==> config.mk <==
export PLATFORM = sky130hd
export DESIGN_NAME = pciu_top
export DESIGN_NICKNAME = d
export VERILOG_FILES = /design/src/pciu_top.v
export VERILOG_INCLUDE_DIRS = /design/src
export SDC_FILE = /design/constraint.sdc
export NUM_CORES = 1
export LEC_CHECK = 0
export BUFFER_PORTS_ARGS = -buffer_cell sky130_fd_sc_hd__buf_2
export CAP_MARGIN = 20
export CORE_ASPECT_RATIO = 1.2
export CORE_MARGIN = 2
export CORE_UTILIZATION = 52
export CTS_CLUSTER_DIAMETER = 200
export DETAILED_ROUTE_END_ITERATION = 7
export PLACE_DENSITY = 0.8
export SYNTH_ARGS = -nofsm -noshare
export SYNTH_HDL_FRONTEND = slang
export SYNTH_SLANG_ARGS = --single-unit
export TNS_END_PERCENT = 30
==> constraint.sdc <==
create_clock -name SYS_CLK_I -period 1.9 [get_ports SYS_CLK_I]
set_input_delay 0.285 -clock SYS_CLK_I [delete_from_list [all_inputs] [get_ports SYS_CLK_I]]
set_output_delay 0.285 -clock SYS_CLK_I [all_outputs]
set_load 0.005 [all_outputs]
==> src/pciu_regs.vh <==
// Register map, field positions and reset values of the pin change interrupt unit
// Overview of operation
// - Group 0 requests on any unmasked low-source change when enabled and global bit set.
// - Group 0 request leaves on its own vector output, apart from other groups.
// - Flag bit 2 sets on a triggering change of sources 15 to 22.
// - Flag bit 1 sets on a triggering change of sources 8 to 14.
// - Flag bit 0 sets on a triggering change of sources 0 to 7.
// - Set flag plus group enable plus global bit drives that group's vector request.
// - A group flag clears when its handler starts executing.
// - Writing one to a flag bit clears it; writing zero leaves it.
// - Flag register bits 7 to 3 always read as zero.
// - Group 2 mask bits gate sources 15 to 22, only with group 2 enabled.
// - A cleared mask bit makes changes on its pin ignored.
// - Group 1 mask bits 6 to 0 gate sources 8 to 14 with group 1 enabled.
// - Group 1 mask bit 7 is unused and reads as zero.
// - Group 0 mask bits gate sources 0 to 7, only with group 0 enabled.
// - Groups 2 and 1 interrupt through their own vectors when enabled with global bit.
// - Group enables sit in control bits 2 to 0, upper bits zero, reset zero.
`ifndef PCIU_REGS_VH
`define PCIU_REGS_VH
`define PCIU_OFS_CTRL 8'h68
`define PCIU_OFS_FLAG 8'h69
`define PCIU_OFS_MASK0 8'h6B
`define PCIU_OFS_MASK1 8'h6C
`define PCIU_OFS_MASK2 8'h6D
`define PCIU_OFS_IRQ_STAT 8'h70
`define PCIU_OFS_IRQ_MASK 8'h71
`define PCIU_CTRL_BITS 3
`define PCIU_MASK1_BITS 7
`define PCIU_RST_BYTE 8'h00
`define PCIU_RST_GRP 3'h0
`endif

==> src/pciu_top.v <==
// Pin change interrupt unit with APB register access
//
// Decided for this implementation: the APB slave port.
`timescale 1ns/1ns
`default_nettype none
`include "pciu_regs.vh"
module pciu_top #(
  parameter ADDR_W = 12
) (
  input wire SYS_CLK_I,
  input wire RST_I,
  input wire PSEL_I,
  input wire PENABLE_I,
  input wire PWRITE_I,
  input wire [ADDR_W-1:0] PADDR_I,
  input wire [31:0] PWDATA_I,
  input wire [3:0] PSTRB_I,
  output reg [31:0] PRDATA_O,
  output wire PREADY_O,
  output wire PSLVERR_O,
  input wire [7:0] CHANGE_SOURCES_LOW_I,
  input wire [6:0] CHANGE_SOURCES_MID_I,
  input wire [7:0] CHANGE_SOURCES_HIGH_I,
  input wire CPU_GLOBAL_IRQ_EN_I,
  input wire [2:0] HANDLER_ENTRY_I,
  output wire [2:0] GROUP_VECTOR_REQ_O,
  output wire IRQ_O
);

  // Group widths; the middle group is one pin short
  localparam integer LOW_W = 8;
  localparam integer MID_W = 7;
  localparam integer HIGH_W = 8;
  localparam integer PIN_W = LOW_W + MID_W + HIGH_W;
  localparam integer GRP_N = `PCIU_CTRL_BITS;
  localparam integer MID_LO = LOW_W;
  localparam integer HIGH_LO = LOW_W + MID_W;
  // Registers sit at word addresses: the byte address is four times the index
  localparam integer IDX_W = 8;

  wire [PIN_W-1:0] pins_in;
  wire [PIN_W-1:0] change;
  wire [PIN_W-1:0] pin_mask;
  wire [PIN_W-1:0] hit;
  wire [GRP_N-1:0] grp_hit;
  wire [GRP_N-1:0] change_flag_bank;
  wire [GRP_N-1:0] irq_stat;
  wire [GRP_N-1:0] flag_wr_clear;
  wire [GRP_N-1:0] flag_hw_clear;
  wire [GRP_N-1:0] stat_rd_clear;

  reg [2:0] group_enable_control;
  reg [7:0] group0_pin_mask;
  reg [6:0] group1_pin_mask;
  reg [7:0] group2_pin_mask;
  reg [2:0] irq_mask;
  reg [31:0] next_rdata;

  wire acc;
  wire wr;
  wire rd;
  wire setup_rd;
  wire [IDX_W-1:0] idx;
  wire upper_zero;
  wire aligned;
  wire in_map;
  reg at_ctrl;
  reg at_flag;
  reg at_m0;
  reg at_m1;
  reg at_m2;
  reg at_ist;
  reg at_imk;
  wire mapped;
  wire wr_ctrl;
  wire wr_flag;
  wire wr_m0;
  wire wr_m1;
  wire wr_m2;
  wire wr_imk;
  wire rd_ist;

  wire [31:0] img_ctrl;
  wire [31:0] img_flag;
  wire [31:0] img_m0;
  wire [31:0] img_m1;
  wire [31:0] img_m2;
  wire [31:0] img_ist;
  wire [31:0] img_imk;

  // Sources in one vector, group 0 in the low bits
  assign pins_in = {CHANGE_SOURCES_HIGH_I, CHANGE_SOURCES_MID_I, CHANGE_SOURCES_LOW_I};

  // APB phase decode; writes use byte lane 0 only
  assign acc = PSEL_I & PENABLE_I;
  assign wr = acc & PWRITE_I & PSTRB_I[0];
  assign rd = acc & ~PWRITE_I;
  assign setup_rd = PSEL_I & ~PENABLE_I & ~PWRITE_I;

  // Word index; the upper address bits and the byte offset must be clear
  assign idx = PADDR_I[IDX_W+1:2];
  assign upper_zero = (PADDR_I[ADDR_W-1:IDX_W+2] == {(ADDR_W-IDX_W-2){1'b0}});
  assign aligned = (PADDR_I[1:0] == 2'b00);
  assign in_map = upper_zero & aligned;

  // Register select from the word index
  always @* begin
    at_ctrl = 1'b0;
    at_flag = 1'b0;
    at_m0 = 1'b0;
    at_m1 = 1'b0;
    at_m2 = 1'b0;
    at_ist = 1'b0;
    at_imk = 1'b0;
    if (in_map) begin
      case (idx)
        `PCIU_OFS_CTRL: begin
          at_ctrl = 1'b1;
        end
        `PCIU_OFS_FLAG: begin
          at_flag = 1'b1;
        end
        `PCIU_OFS_MASK0: begin
          at_m0 = 1'b1;
        end
        `PCIU_OFS_MASK1: begin
          at_m1 = 1'b1;
        end
        `PCIU_OFS_MASK2: begin
          at_m2 = 1'b1;
        end
        `PCIU_OFS_IRQ_STAT: begin
          at_ist = 1'b1;
        end
        `PCIU_OFS_IRQ_MASK: begin
          at_imk = 1'b1;
        end
        default: begin
          at_ctrl = 1'b0;
        end
      endcase
    end
  end
  assign mapped = at_ctrl | at_flag | at_m0 | at_m1 | at_m2 | at_ist | at_imk;

  // Qualified strobes per register
  assign wr_ctrl = wr & at_ctrl;
  assign wr_flag = wr & at_flag;
  assign wr_m0 = wr & at_m0;
  assign wr_m1 = wr & at_m1;
  assign wr_m2 = wr & at_m2;
  assign wr_imk = wr & at_imk;
  assign rd_ist = rd & at_ist;

  // Zero wait states; unmapped or misaligned accesses answer with an error
  assign PREADY_O = 1'b1;
  assign PSLVERR_O = acc & ~mapped;

  // Per-pin mask, laid out like the source vector
  assign pin_mask = {group2_pin_mask, group1_pin_mask, group0_pin_mask};

  assign grp_hit[0] = |hit[MID_LO-1:0];
  assign grp_hit[1] = |hit[HIGH_LO-1:MID_LO];
  assign grp_hit[2] = |hit[PIN_W-1:HIGH_LO];

  // Clear sources for the flags and the status bits
  assign flag_wr_clear = wr_flag ? PWDATA_I[2:0] : 3'h0;
  assign flag_hw_clear = HANDLER_ENTRY_I;
  assign stat_rd_clear = rd_ist ? 3'h7 : 3'h0;

  // Two-stage synchroniser per pin, then one more stage to compare against
  genvar p;
  generate
    for (p = 0; p < PIN_W; p = p + 1) begin : g_pin
      localparam integer GRP = (p < MID_LO) ? 0 : ((p < HIGH_LO) ? 1 : 2);
      reg sync1;
      reg sync2;
      reg prev;

      always @(posedge SYS_CLK_I) begin
        if (RST_I) begin
          sync1 <= 1'b0;
        end else begin
          sync1 <= pins_in[p];
        end
      end

      // Only the second stage reads the first
      always @(posedge SYS_CLK_I) begin
        if (RST_I) begin
          sync2 <= 1'b0;
        end else begin
          sync2 <= sync1;
        end
      end

      always @(posedge SYS_CLK_I) begin
        if (RST_I) begin
          prev <= 1'b0;
        end else begin
          prev <= sync2;
        end
      end

      assign change[p] = sync2 ^ prev;
      // A cleared mask bit or group enable hides the pin
      assign hit[p] = change[p] & pin_mask[p]
        & group_enable_control[GRP];
    end
  endgenerate

  // Per group: sticky change flag and interrupt status bit
  genvar g;
  generate
    for (g = 0; g < GRP_N; g = g + 1) begin : g_grp
      reg flag;
      reg stat;
      reg next_flag;
      reg next_stat;

      // A new change wins over a clear in the same cycle
      always @* begin
        next_flag = flag;
        if (flag_hw_clear[g] | flag_wr_clear[g]) begin
          next_flag = 1'b0;
        end
        if (grp_hit[g]) begin
          next_flag = 1'b1;
        end
      end

      // Reading the status register clears it, again unless a change arrives
      always @* begin
        next_stat = stat;
        if (stat_rd_clear[g]) begin
          next_stat = 1'b0;
        end
        if (grp_hit[g]) begin
          next_stat = 1'b1;
        end
      end

      always @(posedge SYS_CLK_I) begin
        if (RST_I) begin
          flag <= 1'b0;
        end else begin
          flag <= next_flag;
        end
      end

      always @(posedge SYS_CLK_I) begin
        if (RST_I) begin
          stat <= 1'b0;
        end else begin
          stat <= next_stat;
        end
      end

      assign change_flag_bank[g] = flag;
      assign irq_stat[g] = stat;
    end
  endgenerate

  // Vector request per group: flag, group enable and global bit together
  assign GROUP_VECTOR_REQ_O = change_flag_bank & group_enable_control
    & {GRP_N{CPU_GLOBAL_IRQ_EN_I}};
  assign IRQ_O = |(irq_stat & irq_mask);

  // Group enables, bits 2 to 0
  always @(posedge SYS_CLK_I) begin
    if (RST_I) begin
      group_enable_control <= `PCIU_RST_GRP;
    end else begin
      if (wr_ctrl) begin
        group_enable_control <= PWDATA_I[2:0];
      end
    end
  end

  // Group 0 mask
  always @(posedge SYS_CLK_I) begin
    if (RST_I) begin
      group0_pin_mask <= `PCIU_RST_BYTE;
    end else begin
      if (wr_m0) begin
        group0_pin_mask <= PWDATA_I[7:0];
      end
    end
  end

  // Group 1 mask; bit 7 has no storage
  always @(posedge SYS_CLK_I) begin
    if (RST_I) begin
      group1_pin_mask <= 7'h00;
    end else begin
      if (wr_m1) begin
        group1_pin_mask <= PWDATA_I[6:0];
      end
    end
  end

  // Group 2 mask
  always @(posedge SYS_CLK_I) begin
    if (RST_I) begin
      group2_pin_mask <= `PCIU_RST_BYTE;
    end else begin
      if (wr_m2) begin
        group2_pin_mask <= PWDATA_I[7:0];
      end
    end
  end

  // Interrupt mask
  always @(posedge SYS_CLK_I) begin
    if (RST_I) begin
      irq_mask <= `PCIU_RST_GRP;
    end else begin
      if (wr_imk) begin
        irq_mask <= PWDATA_I[2:0];
      end
    end
  end

  // Full-word read images; unused bits read as zero
  assign img_ctrl = {29'h00000000, group_enable_control};
  assign img_flag = {29'h00000000, change_flag_bank};
  assign img_m0 = {24'h000000, group0_pin_mask};
  assign img_m1 = {25'h0000000, group1_pin_mask};
  assign img_m2 = {24'h000000, group2_pin_mask};
  assign img_ist = {29'h00000000, irq_stat};
  assign img_imk = {29'h00000000, irq_mask};

  // Read data for the addressed register
  always @* begin
    next_rdata = 32'h00000000;
    case (idx)
      `PCIU_OFS_CTRL: begin
        next_rdata = img_ctrl;
      end
      `PCIU_OFS_FLAG: begin
        next_rdata = img_flag;
      end
      `PCIU_OFS_MASK0: begin
        next_rdata = img_m0;
      end
      `PCIU_OFS_MASK1: begin
        next_rdata = img_m1;
      end
      `PCIU_OFS_MASK2: begin
        next_rdata = img_m2;
      end
      `PCIU_OFS_IRQ_STAT: begin
        next_rdata = img_ist;
      end
      `PCIU_OFS_IRQ_MASK: begin
        next_rdata = img_imk;
      end
      default: begin
        next_rdata = 32'h00000000;
      end
    endcase
    if (!in_map) begin
      next_rdata = 32'h00000000;
    end
  end

  // Read data is loaded in the setup cycle and stands through the access
  always @(posedge SYS_CLK_I) begin
    if (RST_I) begin
      PRDATA_O <= 32'h00000000;
    end else begin
      if (setup_rd) begin
        PRDATA_O <= next_rdata;
      end
    end
  end
endmodule
`default_nettype wire

==> results.json <==
{
  "post_cts_buffers": 0,
  "cpPeakStageDelay_ns": 0.55,
  "clk_latency_ns": 0.37,
  "cp-start-kind": "input pin",
  "cts_tree": "yes",
  "floorplan.rows": 36,
  "worst_hold_path_type": "input pin to flip-flop",
  "setup_viol": 0,
  "fin_crit_ns": 1.57,
  "vias": 3259,
  "cp_max_fo": 8,
  "ys_ff_latch": 112,
  "fp.dieW_um": 87.3,
  "synth_top_area_share_pct": 51.8,
  "drv_cap": 0,
  "use_met2_pct": 33.2,
  "synthTopCellsByCount": "dfxtp_1 (112), nor2b_1 (71), nand2_1 (49), a21oi_1 (33), buf_4 (27)",
  "syn_area_um2": 4330,
  "grt_pass1_vias": 2952,
  "grt_use_total_pct": 19.3,
  "cp.arrival_ns": 1.82,
  "async_flop_share_pct": 0,
  "cts_buffer_depth": 2,
  "ant_nets": 0,
  "slew_viol_final": 0,
  "place_congestion": 0.878,
  "ctsHoldBuffers": 0,
  "drive_gt1_share_pct": 20.3,
  "ys.warnings.count": 0,
  "gr-total-overflow": 0,
  "port_buffers": 65,
  "start_util_pct": 53.3,
  "cts.sinks": 112,
  "clk_pin_slew_ns": 0.10,
  "drt_wl_total_um": 8600,
  "irDropWorstVdd_mv": 0.643,
  "skew_ns": 0.0172,
  "drcViolationCount": 0,
  "critPathSlowestCell": "or4_4",
  "hold_viol_final": 0,
  "end_kind": "flip-flop",
  "final_nets": 604,
  "drt-initial-drc-count": 193,
  "yosysTopAreaCell": "dfxtp_1",
  "rsz0062_at_grt": "no",
  "synth_cell_types": 44,
  "fin_setup_tns_ns": 0,
  "syn2layout_area_growth_pct": 14.4,
  "postLayoutCoreUtil_pct": 61.0,
  "die_height_um": 104,
  "ctsResizeCount": 0,
  "crit_top_cell": "nand2_1",
  "h-tree-depth": 3,
  "synth_flop_cell": "dfxtp_1",
  "coreArea_um2": 8110,
  "use_met3_pct": 4.84,
  "cellPowerDensity_nw_per_um2": 813,
  "antenna_found_initial": 0,
  "syn_area_per_cell_um2": 9.61,
  "outcome": "completed",
  "post-route-period-util_pct": 82.6,
  "cp_cell_sequence": "buf_2, or4_4, nor3_4, buf_4, nand2_1, nand2_1, a21oi_1",
  "required_ns": 2.15,
  "dp.cells": 608,
  "antenna_cells": 0,
  "synth_edf_count": 0,
  "drt-vias-per-instance": 5.24,
  "dr.pass1.iters": 5,
  "cts-root-buf": "clkbuf_8",
  "yosysMostFrequentCell": "dfxtp_1",
  "ys_seq_area_share_pct": 51.8,
  "instances_no_fill": 622,
  "p_leak_uw": 0.00214,
  "grt_max_degree": 40,
  "grt.busiest_layer": "met2",
  "criticalPathCategory": "input pin to flip-flop",
  "cts-buffers-inserted": 9,
  "dieArea_um2": 9070,
  "ys_top_cells_by_area": "dfxtp_1 (52%), nor2b_1 (10%), buf_4 (4.7%), xor2_1 (4.7%), nand2_1 (4.3%)",
  "use_met1_pct": 22.2,
  "fmax_ghz": 0.637,
  "ios": 118,
  "wl_per_cell_um": 13.8,
  "total_power_uw": 4020,
  "grt_pass1_wl_um": 13700,
  "dpl.hpwl_um": 6480,
  "fin_hold_ws_ns": 0.126,
  "synthCells": 450
}
-- final timing paths --
check	from	to	slack (ns)	cells after the start
max	PADDR_I[11]	group0_pin_mask[6]$_SDFFE_PP0P_	0.33	7
min	CHANGE_SOURCES_MID_I[1]	g_pin[9].sync1$_SDFF_PP0_	0.13	2
max reg2reg	g_pin[12].prev$_SDFF_PP0_	g_grp[1].stat$_SDFFE_PP0P_	0.61	5
min reg2reg	g_pin[5].sync1$_SDFF_PP0_	g_pin[5].sync2$_SDFF_PP0_	0.44	1
-- cell families after synthesis --
group | Yosys count | share of synthesized area [%]
multiplexers | 8 | 1.91
AO/OA/AOI/OAI | 71 | 10.4
XOR/XNOR | 23 | 4.66
flip-flops | 112 | 51.8
other | 2 | 0.174
AND/OR/NAND/NOR | 187 | 24.4
buffers and inverters | 47 | 6.54
-- report_power, final --
part,switching [uW],internal (uW),total [uW]
Sequential,20.8,2400,2420
Combinational,125,108,233
Clock,701,665,1370
Total,847,3180,4020
-- area by class of cell --
cell class / instances / area [um^2]
Clock buffer: 11 / 151
Clock inverter: 3 / 42.5
Fill cell: 717 / 3160
Inverter: 2 / 7.51
Multi-Input combinational cell: 314 / 1890
Sequential cell: 112 / 2240
Tap cell: 95 / 119
Timing Repair Buffer: 85 / 500
-- metal layers --
layer  vias to the layer above  part of all wire, %
li1                       1632                    -
met1                      1506                   41
met2                       102                   51
met3                        19                  5.4
met4                         0                  3.1
met5                         -                    0
-- placed cells by master, fill, tap and decap left out, types with 3 or more instances in the layout --
master / n
and3_1: 4
nor2b_1: 71
buf_4: 18
nand4_1: 5
nand3b_1: 5
a222oi_1: 7
nand2_1: 49
a221oi_1: 3
nand3_1: 21
dfxtp_1: 112
conb_1: 25
clkbuf_8: 11
buf_2: 65
a22oi_1: 12
o21ai_0: 7
mux2i_1: 6
a21oi_1: 33
nor3b_1: 3
nor2_1: 9
xor2_1: 23
-- critical path: cells and delay by family --
| family | cells | cell delay [ns] |
|---|---|---|
| AND/OR/NAND/NOR | 4 | 1.16 |
| AO/OA/AOI/OAI | 1 | 0.08 |
| buffers and inverters | 2 | 0.29 |
-- through the flow --
step                      cell area, um^2  setup WS, ns
after floorplan                      4410         0.218
after global placement               4760        0.0233
after detailed placement             4760       -0.0580
after CTS                            4950         0.344
after global routing                 4950         0.203
final                                4950         0.330
-- sequential cells by signal, indices dropped and copies added (netlist names) --
| register | count |
|---|---|
| g_grp.flag | 3 |
| irq_mask | 3 |
| g_grp.stat | 3 |
| PRDATA_O | 8 |
| g_pin.sync2 | 23 |
| group0_pin_mask | 8 |
| g_pin.prev | 23 |
| group1_pin_mask | 7 |
| group2_pin_mask | 8 |
| g_pin.sync1 | 23 |
| group_enable_control | 3 |
No activity file was read; power rests on OpenSTA's default activity.
